[config.mk]
export PLATFORM = sky130hd
export DESIGN_NAME = ers_rx_status
export DESIGN_NICKNAME = d
export VERILOG_FILES = /design/src/ers_pkg.sv /design/src/ers_rx_status.sv
export SDC_FILE = /design/constraint.sdc
export NUM_CORES = 1
export LEC_CHECK = 0
export BUFFER_PORTS_ARGS = -buffer_cell sky130_fd_sc_hd__buf_2
export CAP_MARGIN = 20
export CORE_AREA = 2 2 158 98
export CTS_CLUSTER_DIAMETER = 200
export DETAILED_ROUTE_END_ITERATION = 10
export DIE_AREA = 0 0 160 100
export GPL_ROUTABILITY_DRIVEN = 0
export GPL_TIMING_DRIVEN = 0
export HOLD_SLACK_MARGIN = 0.02
export PLACE_DENSITY = 0.84
export SETUP_SLACK_MARGIN = 0.2
export SLEW_MARGIN = 20
export SYNTH_ARGS = -nofsm -noshare
export SYNTH_HDL_FRONTEND = slang
export SYNTH_SLANG_ARGS = --single-unit
[constraint.sdc]
create_clock -name clk_i -period 3.6 [get_ports clk_i]
set_clock_uncertainty 0.05 [all_clocks]
set_input_delay 0.18 -clock clk_i [delete_from_list [all_inputs] [get_ports clk_i]]
set_output_delay 0.18 -clock clk_i [all_outputs]
set_load 0.1 [all_outputs]
[src/ers_pkg.sv]
// package for the receive frame status block: register map, field layout, types
package ers_pkg;
  localparam logic [7:0] ERS_STATUS_OFS = 8'h00;
  localparam logic [7:0] ERS_CTRL_OFS = 8'h04;
  localparam logic [7:0] ERS_COUNT_OFS = 8'h08;
  localparam int ERS_CF_BIT = 25;
  localparam int ERS_CE_BIT = 21;
  localparam int ERS_EB_BIT = 20;
  localparam int ERS_ME_BIT = 19;
  localparam int ERS_FT_BIT = 18;
  localparam int ERS_LC_BIT = 17;
  localparam int ERS_OL_BIT = 16;
  localparam int ERS_RF_BIT = 15;
  localparam int ERS_WT_BIT = 14;
  localparam int ERS_FC_BIT = 13;
  localparam logic [31:0] ERS_STATUS_RST = 32'h0000_0000;
  localparam logic [31:0] ERS_CTRL_RST = 32'h0000_0000;
  localparam logic [15:0] ERS_TYPE_MIN = 16'h0600;
  localparam logic [15:0] ERS_VLAN_TPID = 16'h8100;
  localparam logic [15:0] ERS_CTRL_TYPE = 16'h8808;
  localparam logic [11:0] ERS_COLL_WIN = 12'h040;
  localparam logic [11:0] ERS_MAX_UNTAG = 12'h5ee;
  localparam logic [11:0] ERS_MAX_TAG = 12'h5f2;
  localparam logic [11:0] ERS_LEN_LIMIT = 12'h7ff;
  localparam logic [7:0] ERS_SFD = 8'hd5;
  // remainder left in the lsb-first register once the fcs has been shifted through it
  localparam logic [31:0] ERS_CRC_RESIDUE = 32'hdebb20e3;
  // mii receive pins, sampled together
  typedef struct packed {
    logic dv;
    logic er;
    logic col;
    logic [3:0] d;
  } ers_mii_t;
  // wishbone request
  typedef struct packed {
    logic cyc;
    logic stb;
    logic we;
    logic [7:0] adr;
    logic [3:0] sel;
    logic [31:0] dat;
  } ers_wb_req_t;
endpackage

[src/ers_rx_status.sv]
// receive frame status evaluation with wishbone register access
// Operation
// RQ1 - set partial-byte flag on odd nibble ending
// RQ2 - partial byte alone does not flag error
// RQ3 - set phy error flag on rx_er in frame
// RQ4 - set type flag when field >= 0x0600
// RQ5 - field at bytes 13-14, or 17-18 tagged
// RQ6 - control frame also sets type flag
// RQ7 - late collision after 64 byte window
// RQ8 - oversize beyond 1518 untagged, 1522 tagged; the code sets it only without crc error, phy error or overflow
// RQ9 - runt when damaged within 64 bytes
// RQ10 - length overflow beyond 2047 bytes
// RQ11 - false carrier flag from phy indication
// RQ12 - status bits 12:11 always zero
// RQ13 - 11-bit byte count without preamble, sfd
// RQ14 - length valid only without overflow flag
// RQ15 - crc error on wrong frame check; the code does not report it for runt or overflow frames
// RQ16 - phy error forces crc error flag
// RQ17 - flags per frame, updated at end
`timescale 1ns/1ps
module ers_rx_status (
  input wire logic clk_i,
  input wire logic rst_i,
  input wire logic mii_rx_clk_i,
  input wire ers_pkg::ers_mii_t mii_i,
  input wire ers_pkg::ers_wb_req_t wb_req_i,
  output logic [31:0] wb_dat_o,
  output logic wb_ack_o,
  output logic frame_done_o
);
  import ers_pkg::*;

  // two-stage synchronisers: link clock and pins
  logic [1:0] clk_sync_reg;
  ers_mii_t pin_s1_reg;
  ers_mii_t pin_s2_reg;
  logic clk_prev_reg;
  always_ff @(posedge clk_i) begin
    if (rst_i) begin
      clk_sync_reg <= 2'b00;
      pin_s1_reg <= '0;
      pin_s2_reg <= '0;
      clk_prev_reg <= 1'b0;
    end else begin
      clk_sync_reg <= {clk_sync_reg[0], mii_rx_clk_i};
      pin_s1_reg <= mii_i;
      pin_s2_reg <= pin_s1_reg;
      clk_prev_reg <= clk_sync_reg[1];
    end
  end
  // pins share the clock's two-stage delay, so sampling on the rising edge is aligned
  logic rx_edge;
  assign rx_edge = clk_sync_reg[1] & ~clk_prev_reg;

  typedef enum logic [1:0] {ERS_IDLE, ERS_PREAMBLE, ERS_DATA} ers_state_t;
  ers_state_t state_reg;

  // frame accumulators
  logic nib_hi_reg;
  logic [3:0] nib_lo_reg;
  logic [11:0] frame_byte_counter_reg;
  logic phy_rx_error_flag_reg;
  logic late_collision_flag_reg;
  logic early_coll_reg;
  logic false_carrier_flag_reg;
  logic tagged_reg;
  logic [15:0] tpid_reg;
  logic [15:0] len_type_reg;
  logic [47:0] dst_reg;
  logic [31:0] crc_reg;

  logic [7:0] byte_now;
  logic byte_done;
  logic frame_end;
  assign byte_now = {pin_s2_reg.d, nib_lo_reg};
  assign byte_done = rx_edge && state_reg == ERS_DATA && pin_s2_reg.dv && nib_hi_reg;
  assign frame_end = rx_edge && state_reg == ERS_DATA && !pin_s2_reg.dv;

  // crc over one byte, lsb first
  function automatic logic [31:0] crc_byte(input logic [31:0] c, input logic [7:0] b);
    logic [31:0] r;
    r = c;
    for (int i = 0; i < 8; i++) begin
      r = (r[0] ^ b[i]) ? ((r >> 1) ^ 32'hedb88320) : (r >> 1);
    end
    return r;
  endfunction

  // receive state machine
  always_ff @(posedge clk_i) begin
    if (rst_i) begin
      state_reg <= ERS_IDLE;
    end else if (rx_edge) begin
      unique case (state_reg)
        ERS_IDLE: begin
          if (pin_s2_reg.dv) begin
            state_reg <= ERS_PREAMBLE;
          end
        end
        ERS_PREAMBLE: begin
          if (!pin_s2_reg.dv) begin
            state_reg <= ERS_IDLE;
          end else if (pin_s2_reg.d == ERS_SFD[7:4] && nib_lo_reg == ERS_SFD[3:0]) begin
            state_reg <= ERS_DATA;
          end
        end
        ERS_DATA: begin
          if (!pin_s2_reg.dv) begin
            state_reg <= ERS_IDLE;
          end
        end
      endcase
    end
  end

  // nibble pairing: low nibble first
  always_ff @(posedge clk_i) begin
    if (rst_i) begin
      nib_hi_reg <= 1'b0;
      nib_lo_reg <= 4'h0;
    end else if (rx_edge) begin
      if (state_reg == ERS_PREAMBLE) begin
        nib_lo_reg <= pin_s2_reg.d;
        nib_hi_reg <= 1'b0;
      end else if (state_reg == ERS_DATA && pin_s2_reg.dv) begin
        nib_hi_reg <= ~nib_hi_reg;
        if (!nib_hi_reg) begin
          nib_lo_reg <= pin_s2_reg.d;
        end
      end
    end
  end

  // byte counter, saturates one past the limit so overflow stays visible
  always_ff @(posedge clk_i) begin
    if (rst_i || (rx_edge && state_reg != ERS_DATA)) begin
      frame_byte_counter_reg <= 12'h000;
    end else if (byte_done && frame_byte_counter_reg <= ERS_LEN_LIMIT) begin
      frame_byte_counter_reg <= frame_byte_counter_reg + 12'h001; // RQ13
    end
  end

  // header capture: destination, tag, length/type
  always_ff @(posedge clk_i) begin
    if (rst_i || (rx_edge && state_reg != ERS_DATA)) begin
      dst_reg <= '0;
      tpid_reg <= 16'h0000;
      len_type_reg <= 16'h0000;
      tagged_reg <= 1'b0;
    end else if (byte_done) begin
      if (frame_byte_counter_reg < 12'd6) begin
        dst_reg <= {dst_reg[39:0], byte_now};
      end
      if (frame_byte_counter_reg == 12'd12 || frame_byte_counter_reg == 12'd13) begin
        tpid_reg <= {tpid_reg[7:0], byte_now}; // RQ5
      end
      if (frame_byte_counter_reg == 12'd14) begin
        tagged_reg <= (tpid_reg == ERS_VLAN_TPID); // RQ5
      end
      if (frame_byte_counter_reg == 12'd16 || frame_byte_counter_reg == 12'd17) begin
        len_type_reg <= {len_type_reg[7:0], byte_now}; // RQ5
      end
    end
  end

  // crc accumulation over the whole frame including fcs
  always_ff @(posedge clk_i) begin
    if (rst_i || (rx_edge && state_reg != ERS_DATA)) begin
      crc_reg <= 32'hffff_ffff;
    end else if (byte_done) begin
      crc_reg <= crc_byte(crc_reg, byte_now);
    end
  end

  // per-frame error events
  always_ff @(posedge clk_i) begin
    if (rst_i || (rx_edge && state_reg == ERS_IDLE && pin_s2_reg.dv)) begin
      phy_rx_error_flag_reg <= 1'b0;
      late_collision_flag_reg <= 1'b0;
      early_coll_reg <= 1'b0;
    end else if (rx_edge && state_reg == ERS_DATA && pin_s2_reg.dv) begin
      if (pin_s2_reg.er) begin
        phy_rx_error_flag_reg <= 1'b1; // RQ3
      end
      if (pin_s2_reg.col && frame_byte_counter_reg >= ERS_COLL_WIN) begin
        late_collision_flag_reg <= 1'b1; // RQ7
      end
      if (pin_s2_reg.col && frame_byte_counter_reg < ERS_COLL_WIN) begin
        early_coll_reg <= 1'b1; // RQ9
      end
    end
  end

  // false carrier: rx_er with data 0xe while dv is low; a new event wins over the clear
  always_ff @(posedge clk_i) begin
    if (rst_i) begin
      false_carrier_flag_reg <= 1'b0;
    end else if (rx_edge && !pin_s2_reg.dv && pin_s2_reg.er && pin_s2_reg.d == 4'he) begin
      false_carrier_flag_reg <= 1'b1; // RQ11
    end else if (frame_done_o) begin
      false_carrier_flag_reg <= 1'b0;
    end
  end

  // end-of-frame evaluation, flags from this frame only, false carrier from the gap since the last reported frame
  logic [15:0] lt_field;
  logic is_runt;
  logic overflow;
  logic crc_bad;
  logic [11:0] max_len;
  logic [31:0] status_next;
  always_comb begin
    lt_field = tagged_reg ? len_type_reg : tpid_reg; // RQ5
    overflow = frame_byte_counter_reg > ERS_LEN_LIMIT; // RQ10
    is_runt = early_coll_reg || frame_byte_counter_reg < ERS_COLL_WIN; // RQ9
    max_len = tagged_reg ? ERS_MAX_TAG : ERS_MAX_UNTAG;
    // runt and overflow frames do not report crc errors
    crc_bad = crc_reg != ERS_CRC_RESIDUE && !is_runt && !overflow; // RQ15
    status_next = ERS_STATUS_RST;
    status_next[ERS_EB_BIT] = nib_hi_reg; // RQ1 RQ2
    status_next[ERS_ME_BIT] = phy_rx_error_flag_reg;
    status_next[ERS_CE_BIT] = crc_bad || phy_rx_error_flag_reg; // RQ16
    status_next[ERS_FT_BIT] = lt_field >= ERS_TYPE_MIN; // RQ4 RQ6
    status_next[ERS_CF_BIT] = lt_field == ERS_CTRL_TYPE; // RQ6
    status_next[ERS_LC_BIT] = late_collision_flag_reg;
    status_next[ERS_OL_BIT] = !crc_bad && !phy_rx_error_flag_reg && !overflow
      && frame_byte_counter_reg > max_len; // RQ8
    status_next[ERS_RF_BIT] = is_runt;
    status_next[ERS_WT_BIT] = overflow; // RQ10 RQ14
    status_next[ERS_FC_BIT] = false_carrier_flag_reg;
    status_next[12:11] = 2'b00; // RQ12
    status_next[10:0] = frame_byte_counter_reg[10:0]; // RQ13
  end

  // status word and frame counter update once per frame
  logic [31:0] rx_frame_status_reg;
  logic [31:0] frame_count_reg;
  logic [31:0] ctrl_reg;
  always_ff @(posedge clk_i) begin
    if (rst_i) begin
      rx_frame_status_reg <= ERS_STATUS_RST;
      frame_count_reg <= 32'h0000_0000;
      frame_done_o <= 1'b0;
    end else begin
      frame_done_o <= frame_end && ctrl_reg[0];
      if (frame_end && ctrl_reg[0]) begin
        rx_frame_status_reg <= status_next; // RQ17
        frame_count_reg <= frame_count_reg + 32'h0000_0001;
      end
    end
  end

  // wishbone classic slave, ack one cycle after strobe, dropped for a cycle
  logic wb_hit;
  assign wb_hit = wb_req_i.cyc && wb_req_i.stb && !wb_ack_o;
  always_ff @(posedge clk_i) begin
    if (rst_i) begin
      wb_ack_o <= 1'b0;
      wb_dat_o <= 32'h0000_0000;
      ctrl_reg <= ERS_CTRL_RST;
    end else begin
      wb_ack_o <= wb_hit;
      if (wb_hit) begin
        unique case (wb_req_i.adr)
          ERS_STATUS_OFS: wb_dat_o <= rx_frame_status_reg;
          ERS_CTRL_OFS: wb_dat_o <= ctrl_reg;
          ERS_COUNT_OFS: wb_dat_o <= frame_count_reg;
          default: wb_dat_o <= 32'h0000_0000;
        endcase
        if (wb_req_i.we && wb_req_i.adr == ERS_CTRL_OFS && wb_req_i.sel[0]) begin
          ctrl_reg[0] <= wb_req_i.dat[0];
        end
      end
    end
  end

  // checks
  wb_ack_once_a: assert property (@(posedge clk_i) disable iff (rst_i)
    wb_ack_o |=> !wb_ack_o) else $error("ack held two cycles");
  reserved_zero_a: assert property (@(posedge clk_i) disable iff (rst_i)
    rx_frame_status_reg[12:11] == 2'b00) else $error("reserved bits set"); // RQ12
  me_forces_ce_a: assert property (@(posedge clk_i) disable iff (rst_i)
    rx_frame_status_reg[ERS_ME_BIT] |-> rx_frame_status_reg[ERS_CE_BIT])
    else $error("phy error without crc error"); // RQ16
  cf_implies_ft_a: assert property (@(posedge clk_i) disable iff (rst_i)
    rx_frame_status_reg[ERS_CF_BIT] |-> rx_frame_status_reg[ERS_FT_BIT])
    else $error("control without type flag"); // RQ6
  status_stable_a: assert property (@(posedge clk_i) disable iff (rst_i)
    !frame_done_o |-> $stable(rx_frame_status_reg) or $past(frame_end && ctrl_reg[0]))
    else $error("status changed mid frame"); // RQ17
  er_sets_me_a: assert property (@(posedge clk_i) disable iff (rst_i)
    byte_done && pin_s2_reg.er |=> phy_rx_error_flag_reg)
    else $error("rx error lost"); // RQ3
  wt_count_a: assert property (@(posedge clk_i) disable iff (rst_i)
    frame_done_o |-> rx_frame_status_reg[ERS_WT_BIT] == $past(frame_byte_counter_reg > 12'h7ff))
    else $error("overflow flag mismatch"); // RQ10
  ol_not_wt_a: assert property (@(posedge clk_i) disable iff (rst_i)
    rx_frame_status_reg[ERS_OL_BIT] |-> !rx_frame_status_reg[ERS_WT_BIT]
    && rx_frame_status_reg[10:0] > 11'd1518) else $error("oversize flag wrong"); // RQ8
  runt_short_a: assert property (@(posedge clk_i) disable iff (rst_i)
    frame_done_o && rx_frame_status_reg[10:0] < 11'd64 && !rx_frame_status_reg[ERS_WT_BIT]
    |-> rx_frame_status_reg[ERS_RF_BIT]) else $error("short frame not runt"); // RQ9
  frame_seen_c: cover property (@(posedge clk_i) disable iff (rst_i) frame_done_o);
  runt_seen_c: cover property (@(posedge clk_i) disable iff (rst_i)
    frame_done_o && rx_frame_status_reg[ERS_RF_BIT]);
  good_frame_c: cover property (@(posedge clk_i) disable iff (rst_i)
    frame_done_o && !rx_frame_status_reg[ERS_CE_BIT] && rx_frame_status_reg[ERS_FT_BIT]);
endmodule // ers_rx_status

==> summary.md, run 1 <==
| Metric | Value |
|---|---|
| Final min period | `around 2.9 ns` |
| Slew @ Worst Pin | `around 0.73 ns` |
| Cell family with most CP delay | `simple AND/OR/NAND/NOR gates` |
| Clock root buffer master | `clkbuf_16` |
| Clk pin slew, worst setup/hold paths | `~0.080 ns` |
| Seq/Total Area, Yosys | `0.459` |
| Mapped Nets | `1005` |
| Yosys cell types | `56` |
| Cell-internal power | `between 3 and 4 mW` |
| RSZ-0062 raised after global routing | `no` |
| Ant diodes | `0` |
| Final Hold Viols | `0` |
| Max Fclk | `between 0.3 and 0.4 GHz` |
| Clock share of power | `0.461` |
| Worst skew pair latency | `between 0.4 and 0.5 ns` |
| Asr flop ratio synth | `0` |
| P_leak | `roughly 3.7 nW` |
| H-tree levels | `4` |
| Number of DRC markers in iteration 0 | `~860` |
| Mean Syn Cell Area | `approximately 9.0 sq um` |
| Layout cells sized above 1 | `0.108` |
| Crit path max fanout | `10` |
| Hold Crit Class | `in2reg` |
| Synthesized netlist cell count | `roughly 940` |
| Clock Sinks | `193` |
| Final Cycle Share | `0.801` |
| Post-CTS Repair Setup Buffers | `0` |
| Die ar. | `between 15000 and 20000 sq um` |
| TritonCTS Buffers | `17` |
| WP depth | `9` |
| Synthesized cell area | `~8400 sq um` |
| Via count | `a little over 7k` |
| Switching Fraction | `0.248` |
| DP HPWL | `15400 microns` |
| Ports | `roughly 90` |
| Die Wd | `about 160 microns` |
| CTS tree | `yes` |
| Critical Path Start Type | `flop` |
| Comb power frac | `0.037` |
| Max stage delay on crit path | `~0.7 ns` |
| Vias in the first global route | `6610` |
| Post-synth EDFFs | `0` |
| Core footprint | `14800 sq um` |
| Initial antenna violation count | `0` |
| Setup CP Type | `reg2reg` |
| Ys flop type | `dfxtp_1` |
| Setup TNS | `0 ns` |
| Hold depth | `5` |
| Top cell type's share of synthesized area | `0.459` |
| Max Root-Sink Buffers | `2` |
| Sequential share of power | `0.502` |
| Layout area overhead | `14.8%` |
| First-pass GRT wire length | `34500 microns` |
| ANT nets after route | `0` |
| Setup violators final | `0` |
| Power per cell area | `~440 nW/um^2` |
| WL final | `between 20000 and 25000 microns` |
| Gr usage total | `0.273` |
| YS warnings | `0` |
| Drt via density | `roughly 5.9` |
| Wire per inst | `between 15 and 20 microns` |
| Initial Utilization | `0.569` |
| R2R depth | `9` |
| Final setup margin | `just over 0.7 ns` |
| WP buf/inv | `3` |
| Critical path endpoint category | `flop` |
| Number of nets in the layout | `around 1.1k` |
| Remaining DRCs | `0` |
| Gr ovfl total | `0` |
| Slew margin rel. | `0.499` |
| Number of max-cap violations | `0` |
| Post-place setup slack | `about 0.89 ns` |
| P_sw | `about 1.1 mW` |
| Seq cells post-synth | `just under 200` |
| IO buf count | `55` |
| Drt pass-1 iters | `5` |
| Largest cells by area after synthesis | `dfxtp_1 (46%), xnor2_1 (6.0%), nor2_1 (5.2%), mux2i_1 (4.8%), nand2_1 (4.3%)` |
| Row Count | `35` |
| Worst Path Required | `3.86 ns` |
| Crit path DAT | `between 3 and 4 ns` |
| Max-slew violations | `0` |
| Filler cells | `1187` |
| Crit-path cells | `inv_1, ha_1, and4b_1, buf_2, o211ai_1, nor4_4, buf_6, mux2i_1, nor2_1` |
| Worst path slowest cell | `nor4_4` |
| VDD IR max | `0.309 mV` |
| Maximum number of pins on one net before global-route repair | `21` |
| Synth area leader | `dfxtp_1` |
| Status | `complete, no violations` |
| Die span in y | `100 microns` |
[layout by cell type, fill, tap and decap left out, types with 20 or more instances in the layout]
cell,netlist,layout
xor2_1,30,30
buf_2,6,61
dfxtp_1,193,193
o21ai_0,20,20
nand2_1,97,97
a22oi_1,20,20
mux2i_1,40,40
a22o_1,20,20
a21oi_1,67,67
nand4_1,23,23
clkbuf_1,39,39
nand3_1,25,25
nor2_1,116,116
xnor2_1,58,58
[cell usage after synthesis, types with 5 or more instances]
master and n:
a21oi_1 67, a22o_1 20, a22oi_1 20, a31oi_1 5
and3_1 7, buf_2 6, clkbuf_1 39, dfxtp_1 193
ha_1 11, inv_1 16, mux2i_1 40, nand2_1 97
nand3_1 25, nand4_1 23, nand4b_1 5, nor2_1 116
nor2b_1 19, nor3_1 18, nor4_1 8, o211ai_1 14
o21ai_0 20, o21ai_1 7, or3_1 16, xnor2_1 58
xor2_1 30
[path summary, 6_finish.rpt]
check,start,end,slack [ns]
worst max-delay path,state_reg[0]$_SDFFE_PP0P_,len_type_reg[6]$_SDFFE_PP0P_,0.72
worst min-delay path,wb_req_i[45],wb_dat_o[11]$_SDFFE_PP0P_,0.08
worst max register to register,state_reg[0]$_SDFFE_PP0P_,len_type_reg[6]$_SDFFE_PP0P_,0.72
worst min register to register,pin_s1_reg[6]$_SDFF_PP0_,pin_s2_reg[6]$_SDFF_PP0_,0.39
[power by group through the flow]
stage	logic [mW]	registers (mW)	clock network (mW)
floorplan	0.0969	2.20	0
global placement	0.144	2.20	0
detailed placement	0.146	2.20	0
CTS	0.155	2.15	1.97
global route	0.170	2.15	2.07
finish	0.158	2.15	1.97
[layout make-up]
| cell class | instances | area (sq um) | area share |
|---|---|---|---|
| plain buffers | 49 | 203 | 0.0210 |
| clock buffers | 18 | 439 | 0.0455 |
| clock inverters | 14 | 184 | 0.0190 |
| inverters | 16 | 60.1 | 0.00622 |
| multi-input cells | 679 | 4290 | 0.444 |
| flip-flops and latches | 193 | 3860 | 0.400 |
| well taps | 203 | 254 | 0.0263 |
| repair buffers | 64 | 365 | 0.0378 |
[per-layer routing]
layer | GRT usage | up-vias | routed length (microns)
li1 | - | 3430 | -
met1 | 0.425 | 3391 | 10400
met2 | 0.382 | 379 | 8570
met3 | 0.0521 | 33 | 2230
met4 | 0.0742 | 0 | 215
met5 | 0 | - | 0
[tightest hold or removal path: cells and delay by family]
kind	cells	cell delay, ns
buffers and inverters	1	0.09
and+or+nand+nor	3	0.19
AOI/OAI and AO/OA	1	0.06
[cell families after synthesis]
kind of cell | share of synthesized area
simple gates | 0.216
flops | 0.459
compound gates | 0.126
xor+xnor | 0.104
buf+inv | 0.0312
mux | 0.0476
fa+ha+maj | 0.0164
[timing repair]
action,in CTS,in global routing
resized for setup,0,0
hold buffers,9,0
endpoints found under the hold margin,9,0
[through the flow]
step                      hold slack [ns]  cells  cell area, sq um   util  power [mW]
final                              0.0793   1236              9660  0.652        4.28
after global routing                0.102   1236              9660  0.652        4.39
after CTS                          0.0794   1236              9660  0.652        4.28
after detailed placement            0.344   1195              8940  0.604        2.35
after global placement              0.338   1195              8940  0.604        2.34
after floorplan                     0.258    937              8420      -        2.30
Note: power is estimated with default switching activity, not from simulation.
==> run 2, diff against run 1 <==
--- a/config.mk
+++ b/config.mk
@@ -5,16 +5,17 @@
 export SDC_FILE = /design/constraint.sdc
 export NUM_CORES = 1
 export LEC_CHECK = 0
+export ABC_AREA = 1
 export BUFFER_PORTS_ARGS = -buffer_cell sky130_fd_sc_hd__buf_2
 export CAP_MARGIN = 20
-export CORE_AREA = 2 2 158 98
+export CORE_AREA = 2 2 174 108
 export CTS_CLUSTER_DIAMETER = 200
 export DETAILED_ROUTE_END_ITERATION = 10
-export DIE_AREA = 0 0 160 100
+export DIE_AREA = 0 0 176 110
 export GPL_ROUTABILITY_DRIVEN = 0
 export GPL_TIMING_DRIVEN = 0
 export HOLD_SLACK_MARGIN = 0.02
-export PLACE_DENSITY = 0.84
+export PLACE_DENSITY = 0.81
 export SETUP_SLACK_MARGIN = 0.2
 export SLEW_MARGIN = 20
 export SYNTH_ARGS = -nofsm -noshare
==> constraint.sdc (replaced) <==
create_clock -name clk_i -period 2.39 [get_ports clk_i]
set_clock_uncertainty 0.05 [all_clocks]
set_input_delay 0.1195 -clock clk_i [delete_from_list [all_inputs] [get_ports clk_i]]
set_output_delay 0.1195 -clock clk_i [all_outputs]
set_load 0.1 [all_outputs]
==> run 2 against run 1 <==
Net effect: highest routed layer unchanged; worst hold slack got worse by 0.047 ns; largest power group unchanged; count of clock-buffer cells in the layout unchanged; via count up 29%; global-route usage rose by 0.55 points; flip-flop and latch count stayed put; final area increased by 11%.
==> summary.md, run 2 <==
| Metric | Value |
|---|---|
| Via count | `9320 (+29%)` |
| Most frequent cells in the layout | `nand2_1 (348), dfxtp_1 (193), inv_1 (161), nor2_1 (141), a21oi_1 (140)` |
| Clock share of power | `0.479 (+0.018)` |
| Met2 Wirelength | `9900 microns (+16%)` |
| DP HPWL | `19700 microns (+28%)` |
| Worst hold margin | `0.0325 ns (-0.0467 ns)` |
| Setup slack, reg-to-reg | `0.28 ns (-0.44 ns)` |
| Commonest non-fill, non-tap cell in the layout | `nand2_1` |
| H-tree levels | `4 (unchanged)` |
| Power per cell area | `628 nW/um^2 (+42%)` |
| Placed Cells incl. Taps | `1668 (+40%)` |
| Drt pass-1 iters | `6 (+1)` |
| RSZ-0062 raised after global routing | `no` |
| Initial antenna violation count | `0 (unchanged)` |
| Number of max-cap violations | `0 (unchanged)` |
| Worst Path Required | `2.66 ns (-1.20 ns)` |
| Layout area overhead | `14.5%` |
| Crit path max fanout | `5 (-5)` |
| R2R depth | `9 (unchanged)` |
| Clock root buffer master | `clkbuf_16` |
| Crit-path cells | `nand2_1, nor3_2, nand2_1, nor2_1, nand2_1, nor2_1, nand3_1, nand2_1, nor2_1` |
| Hold Startpoint | `wb_req_i[44]` |
| Ys flop type | `dfxtp_1` |
| Final min period | `2.11 ns (-0.769 ns)` |
| Setup CP Type | `reg2reg` |
| IO buf count | `55 (unchanged)` |
| CTS tree | `yes` |
| Seq/Total Area, Yosys | `0.411 (-0.0481)` |
| Die span in y | `110 microns (+10%)` |
| Drt via density | `5.45 (-6.9%)` |
| Ports | `91 (unchanged)` |
| Mux contribution to synthesized area | `0 (-0.0476)` |
| WL final | `26400 microns (+23%)` |
| Reg2Reg Launch Point | `frame_count_reg[3]$_SDFFE_PP0P_` |
| Cell-internal power | `5.22 mW (+62%)` |
| Max Fclk | `0.473 GHz (+36%)` |
| Remaining DRCs | `0 (unchanged)` |
| VDD IR max | `0.488 mV (+58%)` |
| Status | `complete, no violations` |
| Setup violators final | `0 (unchanged)` |
| Ant diodes | `0 (unchanged)` |
| Seq cells post-synth | `193 (unchanged)` |
| Largest family of logic cells by synthesized area | `simple AND/OR/NAND/NOR gates` |
| Layout cells sized above 1 | `0.0999 (-0.00849)` |
| Crit-path most repeated cell | `nand2_1` |
| Top cell type's share of synthesized area | `0.411 (-0.0481)` |
| Comb power frac | `0.042 (+0.005)` |
| P_sw | `1.55 mW (+46%)` |
| Critical Path Start Type | `flop` |
| Slew @ Worst Pin | `0.695 ns (-0.0378 ns)` |
| Die Wd | `176 microns (+10%)` |
| Sequential share of power | `0.479 (-0.023)` |
| YS warnings | `0 (unchanged)` |
| P_leak | `4.46 nW (+22%)` |
| Max stage delay on crit path | `0.44 ns (-0.25 ns)` |
| Worst path slowest cell | `dfxtp_1` |
| Row Count | `38 (+8.6%)` |
| Xor and xnor area share after synthesis | `0.0473 (-0.0567)` |
| Simple-Gate Fraction of Synth Area | `0.282 (+0.0666)` |
| Reg2reg end | `frame_count_reg[29]$_SDFFE_PP0P_` |
| Clock Sinks | `193 (unchanged)` |
| Yosys cell types | `43 (-23%)` |
| First-pass GRT wire length | `42000 microns (+22%)` |
| Largest cells by area after synthesis | `dfxtp_1 (41%), nand2_1 (14%), a21oi_1 (7.5%), inv_1 (6.4%), nor2_1 (5.7%)` |
| Hold depth | `5 (unchanged)` |
| Mapped Nets | `1441 (+43%)` |
| Wire per inst | `15.4 microns (-11%)` |
| Crit path DAT | `2.38 ns (-0.77 ns)` |
| Maximum number of pins on one net before global-route repair | `18 (-14%)` |
| Synth area leader | `dfxtp_1` |
| Clk pin slew, worst setup/hold paths | `0.07 ns (about the same)` |
| Asr flop ratio synth | `0 (unchanged)` |
| Synthesized netlist cell count | `1373 (+47%)` |
| Met1 wire length | `13000 microns (+24%)` |
| Final Hold Viols | `0 (unchanged)` |
| Initial Utilization | `0.530 (-0.0385)` |
| Switching Fraction | `0.229 (-0.0188)` |
| Slew margin rel. | `0.537 (+0.0378)` |
| Top-count cell post-synth | `nand2_1` |
| Post-synth EDFFs | `0 (unchanged)` |
| Fin util | `0.607 (-0.0454)` |
| Worst skew pair latency | `0.44 ns (about the same)` |
| Hold Crit Class | `in2reg` |
| TritonCTS Buffers | `17 (unchanged)` |
| Synthesized cell area | `9400 sq um (+12%)` |
| Final std cells w/o fill | `1711 (+38%)` |
| Gr ovfl total | `0 (unchanged)` |
| Mean Syn Cell Area | `6.85 sq um (-24%)` |
| DR WL met3 | `3320 microns (+49%)` |
| Highest routed layer | `met4` |
| Hold endpoint | `ctrl_reg[0]$_SDFFE_PP0P_` |
| Die ar. | `19400 sq um (+21%)` |
| Critical path endpoint category | `flop` |
| Setup TNS | `0 ns (unchanged)` |
| Post-synth top cells | `nand2_1 (348), dfxtp_1 (193), inv_1 (161), nor2_1 (142), a21oi_1 (140)` |
| Total chip power | `6.76 mW (+58%)` |
| ANT nets after route | `0 (unchanged)` |
| Final Cycle Share | `0.885 (+0.0837)` |
| Number of DRC markers in iteration 0 | `1207 (+40%)` |
| Post-synthesis compound-gate area fraction | `0.155 (+0.0287)` |
| Core footprint | `17700 sq um (+20%)` |
| Max Root-Sink Buffers | `2 (unchanged)` |
| Vias in the first global route | `8232 (+25%)` |
| Number of nets in the layout | `1526 (+40%)` |
| Gr usage total | `0.278 (+0.00555)` |
| Adder-cell area share of the yosys netlist | `0.0146 (-0.00171)` |
| Max-slew violations | `0 (unchanged)` |
[run 2: cell families (layout without fill, tap and decap cells)]
logic type,Yosys count,after routing
fa+ha+maj,11,11
buf+inv,217,315
xor+xnor,46,46
flops,193,193
simple gates,627,627
compound gates,279,279
[run 2: layer usage]
layer  up-vias  track usage
li1       4550            -
met1      4250        0.434
met2       485        0.366
met3        35       0.0837
met4         0       0.0638
met5         -            0
[run 2: metrics by stage]
stage                     setup slack [ns]  instance area [sq um]
after floorplan                      0.447                   9400
after global placement               0.352                   9980
after detailed placement             0.356                   9980
after CTS                            0.344                  10700
after global routing                 0.199                  10800
final                                0.276                  10800
[run 2: how the worst max path moves through the flow]
stage	start	to	slack [ns]	cells after the start
2_1_floorplan	wb_ack_o$_SDFF_PP0_	wb_dat_o[31]$_SDFFE_PP0P_	0.45	5
3_3_place_gp	state_reg[0]$_SDFFE_PP0P_	crc_reg[2]$_SDFFE_PP1P_	0.35	8
3_5_place_dp	state_reg[0]$_SDFFE_PP0P_	len_type_reg[14]$_SDFFE_PP0P_	0.36	10
4_1_cts	state_reg[0]$_SDFFE_PP0P_	crc_reg[0]$_SDFFE_PP1P_	0.34	8
5_1_grt	state_reg[0]$_SDFFE_PP0P_	tpid_reg[6]$_SDFFE_PP0P_	0.20	10
6_report	frame_count_reg[3]$_SDFFE_PP0P_	frame_count_reg[29]$_SDFFE_PP0P_	0.28	9
[run 2: power groups by stage]
| stage | Sequential, mW | Combinational [mW] | Clock, mW |
|---|---|---|---|
| 2_1_floorplan | 3.31 | 0.170 | 0 |
| 3_3_place_gp | 3.32 | 0.252 | 0 |
| 3_5_place_dp | 3.32 | 0.258 | 0 |
| 4_1_cts | 3.24 | 0.273 | 3.25 |
| 5_1_grt | 3.24 | 0.310 | 3.38 |
| 6_report | 3.24 | 0.281 | 3.24 |
[run 2: final cells by class]
class	instances	area (sq um)
Buffer	50	218
Clock buffer	18	439
Clock inverter	14	226
Fill cell	1612	6970
Inverter	167	628
Multi-Input combinational cell	963	4710
Sequential cell	193	3860
Tap cell	240	300
Timing Repair Buffer	66	383
[run 2: worst max-delay path, delay by kind of cell, from the launching register on]
family | cells | cell delay, ns
simple gates | 9 | 1.49
flops | 1 | 0.44
[run 2: timing repair]
item / in CTS / in global routing
hold buffers: 10 / 0
setup buffers: 0 / 1
gates resized for setup: 0 / 5
hold endpoints to repair: 9 / 0
endpoints found under the setup margin: 0 / 40
==> run 3, diff against run 2 <==
--- a/config.mk
+++ b/config.mk
@@ -16,6 +16,7 @@
 export GPL_TIMING_DRIVEN = 0
 export HOLD_SLACK_MARGIN = 0.02
 export PLACE_DENSITY = 0.81
+export REMOVE_ABC_BUFFERS = 1
 export SETUP_SLACK_MARGIN = 0.2
 export SLEW_MARGIN = 20
 export SYNTH_ARGS = -nofsm -noshare
==> run 3 against run 2 <==
Net effect: sequential share of layout area shrank 0.14 points; first-iteration DRC count fell by 10%; power down 6.6%; core utilization up 0.28 points; fmax increased by 3.3%; via count decreased by 1.0%.
==> summary.md, run 3 (synthesized netlist as in run 2, its figures left out) <==
| Metric | Value |
|---|---|
| Status | `complete, no violations` |
| ANT nets after route | `0 (unchanged)` |
| Max stage delay on crit path | `0.32 ns (-0.12 ns)` |
| Layout area overhead | `15.1%` |
| Gr ovfl total | `0 (unchanged)` |
| Max-slew violations | `0 (unchanged)` |
| Setup CP Type | `reg2reg` |
| Row Count | `38 (unchanged)` |
| WP buf/inv | `2 (+2)` |
| Placement Cell Area | `9840 sq um (-1.4%)` |
| Die ar. | `19400 sq um (unchanged)` |
| Worst skew pair latency | `0.45 ns (about the same)` |
| Die Wd | `176 microns (unchanged)` |
| Cell family with most CP delay | `simple AND/OR/NAND/NOR gates` |
| DP HPWL | `16700 microns (-15%)` |
| Hold Crit Class | `in2reg` |
| Die span in y | `110 microns (unchanged)` |
| Filler cells | `1540 (-4.5%)` |
| IO buf count | `56 (+1.8%)` |
| Initial antenna violation count | `0 (unchanged)` |
| Worst Path Required | `2.66 ns (about the same)` |
| Drt pass-1 iters | `5 (-1)` |
| Crit-path most repeated cell | `nor2_1` |
| Worst path slowest cell | `dfxtp_1` |
| Final setup margin | `0.344 ns (+0.0681 ns)` |
| Ports | `91 (unchanged)` |
| Final min period | `2.05 ns (-0.0681 ns)` |
| Commonest non-fill, non-tap cell in the layout | `nand2_1` |
| Setup violators final | `0 (unchanged)` |
| Crit path DAT | `2.31 ns (-0.07 ns)` |
| Number of max-cap violations | `0 (unchanged)` |
| Clock root buffer master | `clkbuf_16` |
| Clock Sinks | `193 (unchanged)` |
| CTS tree | `yes` |
| Maximum number of pins on one net before global-route repair | `74 (+56)` |
| First-pass GRT wire length | `40400 microns (-3.9%)` |
| Slew @ Worst Pin | `0.998 ns (+0.303 ns)` |
| Setup TNS | `0 ns (unchanged)` |
| Core footprint | `17700 sq um (unchanged)` |
| Layout cells sized above 1 | `0.116 (+0.0158)` |
| Slew margin rel. | `0.334 (-0.203)` |
| H-tree levels | `4 (unchanged)` |
| Final Hold Viols | `0 (unchanged)` |
| Final Cycle Share | `0.856 (-0.0285)` |
| Clk pin slew, worst setup/hold paths | `0.07 ns (about the same)` |
| Remaining DRCs | `0 (unchanged)` |
| VDD IR max | `0.635 mV (+30%)` |
| P_leak | `4.42 nW (-0.91%)` |
| Ant diodes | `0 (unchanged)` |
| Wire per inst | `15.3 microns (-0.98%)` |
| Number of nets in the layout | `1498 (-1.8%)` |
| Most frequent cells in the layout | `nand2_1 (346), dfxtp_1 (191), inv_1 (158), a21oi_1 (140), nor2_1 (139)` |
| RSZ-0062 raised after global routing | `no` |
| Crit-path cells | `inv_1, ha_4, nand3_1, nor2_4, inv_4, nor2_1, nand2_1, nor2_1, nand3_1, nand2_1, nor2_1` |
| Critical Path Start Type | `flop` |
| Number of DRC markers in iteration 0 | `1083 (-10%)` |
| Post-place setup slack | `-0.612 ns (-0.968 ns)` |
| Via count | `9224 (-1.0%)` |
| Initial Utilization | `0.530 (unchanged)` |
| Gr usage total | `0.264 (-0.0141)` |
| Critical path endpoint category | `flop` |
| Max Fclk | `0.489 GHz (+3.3%)` |
| Max Root-Sink Buffers | `2 (unchanged)` |
| Crit path max fanout | `18 (+13)` |
| Power per cell area | `584 nW/um^2 (-7.1%)` |
| Vias in the first global route | `8238 (+0.073%)` |
| Worst hold margin | `0.0487 ns (+0.0161 ns)` |
| WL final | `25700 microns (-2.6%)` |
| Final instance area | `10800 sq um (+0.46%)` |
| Drt via density | `5.48 (+0.62%)` |
| TritonCTS Buffers | `17 (unchanged)` |
| Fin util | `0.610 (+0.00282)` |
[run 3: cell types whose count changed in the layout (fill, tap and decap cells not counted), sizes merged, moves of 4 or more]
cell / before / now
clkinvlp: 1 / 10
inv: 168 / 164
buf: 78 / 70
bufinv: 5 / 1
clkbuf: 46 / 18
[run 3: metal layers]
layer  up-vias  global-route usage  part of all wire
met5         -                   0                 0
met3        38              0.0741              0.12
met1      4232               0.391              0.47
met2       452               0.374              0.40
li1       4502                   -                 -
met4         0              0.0708             0.013
[run 3: power breakdown]
group | switching, mW | internal [mW] | leakage [nW]
combinational | 0.193 | 0.0964 | 2.59
clock | 1.34 | 1.44 | 0.263
sequential | 0.0140 | 3.23 | 1.56
total | 1.55 | 4.77 | 4.42
[run 3: final timing paths]
kind,from,cells after the start,endpoint,slack (ns)
hold reg to reg,pin_s1_reg[3]$_SDFF_PP0_,2,byte_now[7]$_SDFF_PP0_,0.35
hold / removal,rst_i,2,wb_ack_o$_SDFF_PP0_,0.05
setup reg to reg,state_reg[0]$_SDFFE_PP0P_,11,frame_count_reg[29]$_SDFFE_PP0P_,0.34
setup / recovery,state_reg[0]$_SDFFE_PP0P_,11,frame_count_reg[29]$_SDFFE_PP0P_,0.34
[run 3: layout make-up]
| type | count | area, sq um | share of cell area |
|---|---|---|---|
| clock buffer | 17 | 425 | 0.0393 |
| sequential | 193 | 3870 | 0.357 |
| timing repair buffer | 81 | 562 | 0.0519 |
| tap | 240 | 300 | 0.0278 |
| inverter | 167 | 658 | 0.0608 |
| multi-input combinational | 968 | 4850 | 0.449 |
| clock inverter | 15 | 138 | 0.0127 |
| timing repair inverter | 2 | 15.0 | 0.00139 |
[run 3: timing repair]
action | in CTS | in global routing
endpoints found under the hold margin | 9 | 0
gates resized for setup | 17 | 12
hold buffers | 10 | 0
endpoints found under the setup margin | 107 | 64
buffers inserted | 8 | 4
pin swaps | 5 | 4
gates cloned | 4 | 4
[run 3: through the flow]
stage | std cells | power [mW]
floorplan | 1323 | 3.46
global placement | 1619 | 3.54
detailed placement | 1621 | 3.56
CTS | 1675 | 6.32
global route | 1683 | 6.49
finish | 1683 | 6.32
